===== src/logic/t2c_defs.svh =====
// Register indices, field positions, reset values and counts for the timer two block
`ifndef T2C_DEFS_SVH
`define T2C_DEFS_SVH

// ----------------------------------------------------------------
// Register indices (byte address is four times the index)
// ----------------------------------------------------------------
`define T2C_IDX_CTRL 8'hC8
`define T2C_IDX_RCAP_LO 8'hCA
`define T2C_IDX_RCAP_HI 8'hCB
`define T2C_IDX_CNT_LO 8'hCC
`define T2C_IDX_CNT_HI 8'hCD

// ----------------------------------------------------------------
// Bus geometry
// ----------------------------------------------------------------
`define T2C_ADR_W 10
`define T2C_IDX_MSB 9
`define T2C_IDX_LSB 2
`define T2C_BYTE_MSB 7
`define T2C_HI_MSB 15
`define T2C_HI_LSB 8
`define T2C_RD_PAD 24'h000000

// ----------------------------------------------------------------
// Reset values and counter limits
// ----------------------------------------------------------------
`define T2C_CTRL_RST 8'h00
`define T2C_WORD_RST 16'h0000
`define T2C_CNT_MAX 16'hFFFF
`define T2C_CNT_STEP 16'h0001

`endif


===== src/logic/t2c_pkg.sv =====
// Types shared by the timer two control block
`default_nettype none
package t2c_pkg;

    // Control register layout, most significant bit first
    typedef struct packed {
        logic overflow_flag;
        logic external_edge_flag;
        logic rx_clock_select;
        logic tx_clock_select;
        logic trigger_pin_enable;
        logic run_control;
        logic counter_timer_select;
        logic capture_reload_select;
    } t2c_ctrl_t;

    // Serial baud tick pair
    typedef struct packed {
        logic rx_tick;
        logic tx_tick;
    } t2c_baud_t;

endpackage
`default_nettype wire


===== src/logic/t2c_timer.sv =====
// Timer two: 16-bit capture/reload timer with control register on classic Wishbone
//
// Register access over Wishbone was decided locally.
`timescale 1ns/1ps
`default_nettype none
`include "t2c_defs.svh"

// Behaviour
// - Overflow sets overflow flag unless a serial clock select is high.
// - Overflow flag is never cleared by hardware, only by software write.
// - Enabled trigger falling edge causing capture or reload sets external flag.
// - External flag stays set until software clears it.
// - Receive clock select picks this timer or other timer overflow for receive.
// - Transmit clock select picks this timer or other timer overflow for transmit.
// - Trigger enable with both selects low makes falling edges act; else ignored.
// - Timer mode counts every 2 clocks; counter mode on count pin falls.
// - Select low reloads on overflow or trigger; high captures on trigger.
// - Either serial clock select forces reload on every overflow.
// - Reload/capture value is a software readable, writable 16-bit byte pair.
module t2c_timer
    import t2c_pkg::*;
(
    // Clock and reset
    input wire logic clk_i,
    input wire logic rst_i,
    // Wishbone slave
    input wire logic wb_cyc_i,
    input wire logic wb_stb_i,
    input wire logic wb_we_i,
    input wire logic [`T2C_ADR_W-1:0] wb_adr_i,
    input wire logic [3:0] wb_sel_i,
    input wire logic [31:0] wb_dat_i,
    output logic [31:0] wb_dat_o,
    output logic wb_ack_o,
    // Pins and neighbouring timer
    input wire logic count_pin_i,
    input wire logic trigger_pin_i,
    input wire logic timer1_ovf_i,
    // Serial port clocks and flag levels
    output logic rx_baud_tick_o,
    output logic tx_baud_tick_o,
    output logic overflow_flag_o,
    output logic external_edge_flag_o
);

    // ----------------------------------------------------------------
    // State
    // ----------------------------------------------------------------
    t2c_ctrl_t ctrl_q;
    t2c_ctrl_t ctrl_d;
    t2c_ctrl_t ctrl_wr;
    t2c_baud_t baud_q;
    t2c_baud_t baud_d;
    logic [15:0] count_q;
    logic [15:0] count_d;
    logic [15:0] count_nx;
    logic [15:0] rcap_q;
    logic [15:0] rcap_d;
    logic [31:0] rdat_d;
    logic ack_q;
    logic pre_q;
    logic cnt_pin_q;
    logic trg_pin_q;

    // ----------------------------------------------------------------
    // Bus decode
    // ----------------------------------------------------------------
    wire logic acc = wb_cyc_i & wb_stb_i & ~ack_q;
    // Writes land at the edge where the master samples ack high
    wire logic wr = wb_cyc_i & wb_stb_i & ack_q & wb_we_i & wb_sel_i[0];
    wire logic [7:0] idx = wb_adr_i[`T2C_IDX_MSB:`T2C_IDX_LSB];
    wire logic [7:0] wbyte = wb_dat_i[`T2C_BYTE_MSB:0];
    wire logic wr_ctrl = wr & (idx == `T2C_IDX_CTRL);
    wire logic wr_rlo = wr & (idx == `T2C_IDX_RCAP_LO);
    wire logic wr_rhi = wr & (idx == `T2C_IDX_RCAP_HI);
    wire logic wr_clo = wr & (idx == `T2C_IDX_CNT_LO);
    wire logic wr_chi = wr & (idx == `T2C_IDX_CNT_HI);
    wire logic wr_cnt = wr_clo | wr_chi;
    wire logic wr_rcap = wr_rlo | wr_rhi;
    assign ctrl_wr = t2c_ctrl_t'(wbyte);

    // Read data selection, unmapped reads as zero
    assign rdat_d = (idx == `T2C_IDX_CTRL) ? {`T2C_RD_PAD, ctrl_q} :
                    (idx == `T2C_IDX_RCAP_LO) ? {`T2C_RD_PAD, rcap_q[`T2C_BYTE_MSB:0]} :
                    (idx == `T2C_IDX_RCAP_HI) ? {`T2C_RD_PAD, rcap_q[`T2C_HI_MSB:`T2C_HI_LSB]} :
                    (idx == `T2C_IDX_CNT_LO) ? {`T2C_RD_PAD, count_q[`T2C_BYTE_MSB:0]} :
                    (idx == `T2C_IDX_CNT_HI) ? {`T2C_RD_PAD, count_q[`T2C_HI_MSB:`T2C_HI_LSB]} :
                    {`T2C_RD_PAD, `T2C_CTRL_RST};

    // ----------------------------------------------------------------
    // Count source and events
    // ----------------------------------------------------------------
    wire logic cnt_fall = cnt_pin_q & ~count_pin_i;
    wire logic trg_fall = trg_pin_q & ~trigger_pin_i;
    wire logic baud_mode = ctrl_q.rx_clock_select | ctrl_q.tx_clock_select;
    // Prescaler gives one tick per two clocks in timer mode
    wire logic tick = ctrl_q.counter_timer_select ? cnt_fall : pre_q;
    wire logic inc = ctrl_q.run_control & tick;
    wire logic ovf = inc & (count_q == `T2C_CNT_MAX);
    wire logic trig_ev = ctrl_q.trigger_pin_enable & ~baud_mode & trg_fall;
    wire logic do_reload = (ovf & (baud_mode | ~ctrl_q.capture_reload_select))
                         | (trig_ev & ~ctrl_q.capture_reload_select);
    wire logic do_capture = trig_ev & ctrl_q.capture_reload_select;

    // Next count: reload, else step, then software byte writes win
    assign count_nx = do_reload ? rcap_q : (inc ? count_q + `T2C_CNT_STEP : count_q);
    assign count_d = {wr_chi ? wbyte : count_nx[`T2C_HI_MSB:`T2C_HI_LSB],
                      wr_clo ? wbyte : count_nx[`T2C_BYTE_MSB:0]};

    // Reload/capture pair, capture loads the running count
    assign rcap_d = {wr_rhi ? wbyte : (do_capture ? count_q[`T2C_HI_MSB:`T2C_HI_LSB]
                                                  : rcap_q[`T2C_HI_MSB:`T2C_HI_LSB]),
                     wr_rlo ? wbyte : (do_capture ? count_q[`T2C_BYTE_MSB:0]
                                                  : rcap_q[`T2C_BYTE_MSB:0])};

    // Control next value, hardware set beats software clear
    assign ctrl_d.overflow_flag = (ovf & ~baud_mode)
                                | (wr_ctrl ? ctrl_wr.overflow_flag : ctrl_q.overflow_flag);
    assign ctrl_d.external_edge_flag = trig_ev
                                | (wr_ctrl ? ctrl_wr.external_edge_flag
                                           : ctrl_q.external_edge_flag);
    assign ctrl_d.rx_clock_select = wr_ctrl ? ctrl_wr.rx_clock_select : ctrl_q.rx_clock_select;
    assign ctrl_d.tx_clock_select = wr_ctrl ? ctrl_wr.tx_clock_select : ctrl_q.tx_clock_select;
    assign ctrl_d.trigger_pin_enable = wr_ctrl ? ctrl_wr.trigger_pin_enable
                                               : ctrl_q.trigger_pin_enable;
    assign ctrl_d.run_control = wr_ctrl ? ctrl_wr.run_control : ctrl_q.run_control;
    assign ctrl_d.counter_timer_select = wr_ctrl ? ctrl_wr.counter_timer_select
                                                 : ctrl_q.counter_timer_select;
    assign ctrl_d.capture_reload_select = wr_ctrl ? ctrl_wr.capture_reload_select
                                                  : ctrl_q.capture_reload_select;

    // Serial clock selection per direction
    assign baud_d.rx_tick = ctrl_q.rx_clock_select ? ovf : timer1_ovf_i;
    assign baud_d.tx_tick = ctrl_q.tx_clock_select ? ovf : timer1_ovf_i;

    // ----------------------------------------------------------------
    // Registers
    // ----------------------------------------------------------------
    always_ff @(posedge clk_i)
    begin
        if (rst_i)
        begin
            ctrl_q <= t2c_ctrl_t'(`T2C_CTRL_RST);
            count_q <= `T2C_WORD_RST;
            rcap_q <= `T2C_WORD_RST;
            pre_q <= 1'b0;
            cnt_pin_q <= 1'b1;
            trg_pin_q <= 1'b1;
            baud_q <= '0;
        end
        else
        begin
            ctrl_q <= ctrl_d;
            count_q <= count_d;
            rcap_q <= rcap_d;
            pre_q <= ~pre_q;
            cnt_pin_q <= count_pin_i;
            trg_pin_q <= trigger_pin_i;
            baud_q <= baud_d;
        end
    end

    // Bus answer one cycle after the strobe
    always_ff @(posedge clk_i)
    begin
        if (rst_i)
        begin
            ack_q <= 1'b0;
            wb_dat_o <= 32'h00000000;
        end
        else
        begin
            ack_q <= acc;
            wb_dat_o <= acc ? rdat_d : 32'h00000000;
        end
    end

    // Flop outputs
    assign wb_ack_o = ack_q;
    assign rx_baud_tick_o = baud_q.rx_tick;
    assign tx_baud_tick_o = baud_q.tx_tick;
    assign overflow_flag_o = ctrl_q.overflow_flag;
    assign external_edge_flag_o = ctrl_q.external_edge_flag;
endmodule
`default_nettype wire


===== config.mk =====
export PLATFORM = sky130hd
export DESIGN_NAME = t2c_timer
export DESIGN_NICKNAME = d
export VERILOG_FILES = /design/src/logic/t2c_pkg.sv /design/src/logic/t2c_timer.sv
export VERILOG_INCLUDE_DIRS = /design/src /design/src/logic
export SDC_FILE = /design/constraint.sdc
export NUM_CORES = 1
export LEC_CHECK = 0
export BUFFER_PORTS_ARGS = -buffer_cell sky130_fd_sc_hd__buf_2
export CORE_ASPECT_RATIO = 1.4
export CORE_MARGIN = 2
export CORE_UTILIZATION = 49
export CTS_BUF_LIST = sky130_fd_sc_hd__clkbuf_2 sky130_fd_sc_hd__clkbuf_4 sky130_fd_sc_hd__clkbuf_8
export DETAILED_ROUTE_END_ITERATION = 12
export GPL_TIMING_DRIVEN = 1
export PLACE_DENSITY = 0.78
export SYNTH_ARGS = -nofsm -noshare
export SYNTH_HDL_FRONTEND = slang
export SYNTH_SLANG_ARGS = --single-unit

===== constraint.sdc =====
create_clock -name clk_i -period 1.8 [get_ports clk_i]
set_input_delay 0.27 -clock clk_i [delete_from_list [all_inputs] [get_ports clk_i]]
set_output_delay 0.27 -clock clk_i [all_outputs]
set_load 0.03 [all_outputs]

### Yosys cells after proc, flatten, opt, wreduce, memory -nomap -nowiden

Cells that the tools add are included.

| word-level totals | value |
|---|---|
| RAM bits | 0 |
| bits of input ports | 54 |
| register bits | 78 |
| bits in latches | 0 |
| logic and storage cells | 83 |
| bits in read-only memories | 0 |
| memories | 0 |

| cells by class | value |
|---|---|
| mux-type cells | 18 |
| eq/ne operators | 6 |
| $lt $le $gt $ge | 0 |
| reductions and logical operators | 6 |
| multipliers | 0 |
| shift-type cells | 0 |
| divide/modulo/power cells | 0 |
| bitwise gates (word level) | 32 |
| add/subtract/negate cells | 1 |

Operators with widths:

| operator | number |
|---|---|
| 8-bit two-way mux | 11 |
| 8-bit == test (second input constant) | 5 |
| 16-bit two-way mux | 2 |
| 1-bit AND | 20 |
| 16-bit by 1-bit adder with 16-bit output (second input constant) | 1 |
| 16-bit == test (second input constant) | 1 |
| 1-bit inverter | 7 |
| 3-bit nonzero test | 2 |
| 6-bit OR reduction | 1 |
| 1-bit two-way mux | 5 |
| 1-bit OR | 5 |
| 2-bit nonzero test | 2 |
| 2-bit OR reduction | 1 |

### Logic depth before layout (Yosys ltp)

| logic depth | value |
|---|---|
| depth after elaboration | 9 |
| mapped depth | 9 |

### Least setup slack after synthesis

OpenSTA, ideal clock, no wires.

| timing path | value |
|---|---|
| kind | reg2reg |
| start | register count_q[0] |
| end | register count_q[10] |
| arrival | 1.869 ns |
| clock period less this slack | 1.983 ns |
| data required time | 1.686 ns |
| stages on the path, launching flop included | 10 |
| setup time | 0.114 ns |
| setup slack | -0.183 ns |
| cell sequence | dfxtp_1 > ha_1 > and4_1 > buf_2 > nand3_2 > o31a_1 > buf_6 > o2111ai_1 > a41oi_1 > a21o_1 |

| on the way | value |
|---|---|
| word-level cells in the longest chain between the ends | 6 |
| elaborated cells on any way between the ends | 9 |
| classes of those cells | add/sub (1); eq/ne (1); mux (3); bitwise (3); reduce/logical (1) |

RTL lines:

| element | RTL line | RTL |
|---|---|---|
| from (decl) | t2c_timer.sv:54 | `logic [15:0] count_q;` |
| from (signal assigned) | t2c_timer.sv:144 | `` count_q <= `T2C_WORD_RST; `` |
| from (signal assigned) | t2c_timer.sv:154 | `count_q <= count_d;` |
| parallel branches: the longest is 6 deep, another holds 16-bit by 1-bit adder with 16-bit output | - |  |

Parallel ways; which one is timed is not known. The select of a mux whose other input is x is not followed.
A chain may end at the register's enable or synchronous reset.

### Worst setup path in the final report

| timing path | value |
|---|---|
| start | register count_q[0] |
| end | register count_q[8] |

The elaborated chain is that of the path after synthesis.

==> summary.txt <==
Outcome
  • Status: finished with violations
  • Failing checks: setup timing

Clock network
  • H-tree depth: 2
  • CTS tree: yes
  • Hold buffer count at cts: 0
  • Clock Latency Late Sink: 320 ps
  • Cts bufs inserted: 5
  • Clk sinks: 54
  • Clock Path Buffers: 2
  • Reg clk slew, reported paths: 100 ps
  • CTS root buffer: clkbuf_8

STA
  • Worst Skew: approximately 6.3 ps
  • Tmin final: a little under 2000 ps
  • Final Cycle Share: 107%
  • Fmax achieved: 518 MHz
  • Final Hold Vio Count: 0
  • Slew Limit Fails: 0
  • Setup ws final: -130 ps
  • Unrepaired setup endpoints after global routing: true
  • Endpoints failing setup: 15
  • Hold Slack: 151 ps

Routing
  • Drt via density: 6.08
  • Via count: 3,387
  • Remaining DRCs: 0
  • Avg WL per Cell: 18.5 µm
  • Post-route ant nets: 0
  • Drt pass-1 iters: 5
  • Starting DRT DRC Count: 311
  • Routed WL: 10,300 µm

Floorplanning
  • Die W: 73.6 µm
  • Core area: around 6600 µm²
  • # IOs: 91
  • Die height: 101 µm
  • FP Rows: 35
  • Die footprint: 7460 µm²
  • Initial core utilization: 50.5%

Power and ir drop
  • Leakage: 1.95 nW
  • Final Power: roughly 2.2 mW
  • PwrDens: 520 nW/µm²
  • VDD IR max: 0.276 mV

Setup path
  • Worst Path Max Fanout: 5
  • Worst Path Arrival: 2200 ps
  • Origin of the critical flop-to-flop path: count_q[0]
  • Flop2flop setup slack: -130 ps
  • WP data required: 2070 ps
  • CP endpoint kind: register
  • Reg2reg path depth: 8
  • FF-to-FF End: count_q[8]
  • CP Class: reg2reg
  • Crit start category: register

Placement
  • DP Area: 3910 µm²
  • GPL Wtd Cong: 0.938
  • Placed insts: 539
  • Buffers on Ports: 37
  • HPWL after DPL: roughly 7500 µm

Yosys
  • Avg Cell Area, Syn: 8.51 µm²
  • Main synth FF type: dfxtp_1
  • Distinct cell type count after synthesis: 60
  • Number of synthesized flops with an enable pin: 0
  • Register area share after synthesis: 32.6%
  • Synth warn: 0
  • Syn Inst Count: 390
  • Synth Cell Area: 3320 µm²
  • Asr flop ratio synth: 0%
  • Yosys reg bits: 54

GRT
  • Initial antenna violation count: 0
  • Largest net degree at the start of global routing: 23
  • First-pass GRT wire length: ~16,000 µm
  • Global route total overflow: 0
  • Number of global-route vias before repair: 3,214
  • GRT Resource Usage Total: 27.9%

Job
  • Max-cap violation count: 0

Cells and area
  • Final Non-Filler Cells: 557
  • Area grow syn2layout: 27.1%
  • Share of cells above drive strength 1: between 30% and 40%
  • Fillers: 550
  • Fin util: 64.2%
  • Ant. Diodes: 0
  • Layout net count: roughly 540
  • Post-route cell area: roughly 4200 µm²

Min path
  • Min-delay worst type: in2reg
  • Worst Hold End: trg_pin_q
  • Worst Hold Depth: 2
  • Hold_sp: trigger_pin_i
-- how the worst max path moves through the flow --
stage / end / cells past startpoint / from / slack (ps)
finish: count_q[8] / 8 / count_q[0] / -130
CTS: count_q[0] / 7 / ctrl_q[1] / -50
global placement: count_q[5] / 7 / count_pin_i / -130
floorplan: count_q[10] / 9 / count_q[0] / -40
global route: count_q[8] / 8 / count_q[0] / -200
detailed placement: count_q[5] / 7 / count_pin_i / -150
-- cell families after synthesis --
| family | synth area share [%] |
|---|---|
| AO/OA/AOI/OAI | 22.0 |
| XOR/XNOR | 1.06 |
| adder cells (fa/ha/maj) | 0.377 |
| buffers and inverters | 10.2 |
| flip-flops | 32.6 |
| multiplexers | 10.9 |
| other | 0.113 |
| AND/OR/NAND/NOR | 22.8 |
-- cell usage after synthesis (all sizes together), types with 3 or more instances --
cell    count  area share (%)
nor2       56             7.0
and4        6             1.6
clkbuf     11             1.2
a21o        8             1.8
or2         4            0.75
nand3      10             1.7
buf        41             8.6
a31oi       4            0.75
nand2      21             2.4
a21oi      24             3.6
o221ai      8             2.1
nand4       6             1.1
mux2i      36              11
and2        6             1.1
nor3        7             1.4
o21ai       9             1.5
dfxtp      54              33
xnor2       3            0.79
nor4        4            0.75
a211oi     20             4.5
nor2b      10             1.9
inv         3            0.34
-- flip-flops by register name (all words and copies together), names as in the netlist, 6 cells and up --
register and cells:
ctrl_q 6, rcap_q 16, count_q 16, wb_dat_o 8
-- area by class of cell --
class | instances | area (µm²) | area share, %
clock buffers | 7 | 96.3 | 2.28
clock inverters | 1 | 8.76 | 0.208
inverters | 3 | 11.3 | 0.267
multi-input cells | 304 | 2110 | 50.0
flip-flops and latches | 54 | 1090 | 25.9
well taps | 74 | 92.6 | 2.20
repair buffers | 114 | 807 | 19.1
-- repair_timing --
action | CTS | global route
pin swaps | 6 | 14
gates resized for setup | 9 | 23
hold endpoints to repair | 0 | 0
cloned | 1 | 0
endpoints found under the setup margin | 13 | 20
setup buffers | 7 | 3
-- metrics by stage --
stage	TNS, ps	worst slack (ps)
after floorplan	-54.8	-37.6
after global placement	-925	-126
after detailed placement	-1420	-152
after CTS	-385	-48.6
after global routing	-2230	-201
final	-1190	-130
-- placed cells by master (no fill, tap or decap), types with 5 or more instances in the layout --
cell type  netlist  final
clkbuf_8         0      7
buf_6            3      5
buf_4           25     70
dfxtp_1         54     49
conb_1           1     24
o221ai_1         8      8
nor2b_1         10     10
o21ai_1          6      5
a211oi_1        20     20
nand3_1          9      9
buf_2           13     37
a21oi_1         24     23
nor2_1          53     52
and4_1           6      5
mux2i_1         36     36
nand2_1         21     20
a21o_1           8      8
nand4_1          6      6
-- where the power goes --
part	switching (mW)	total (mW)	internal (mW)
Sequential	0.00281	1.20	1.20
Combinational	0.160	0.213	0.0532
Clock	0.424	0.778	0.354
-- critical path: stages (launching register included) --
cell and delay, ps:
dfxtp_4 380, ha_4 130, and4_4 230, nand3_4 100, o31a_1 410, buf_4 180, mux2i_1 110, o211ai_1 190
o211a_1 160
-- metal layers --
layer	up-vias	track usage (%)	wire length, µm
li1	1568	-	-
met1	1594	31.6	3880
met2	184	48.1	5230
met3	41	3.98	682
met4	0	17.3	500
met5	-	0	0
(Power assumes the default switching activity.)
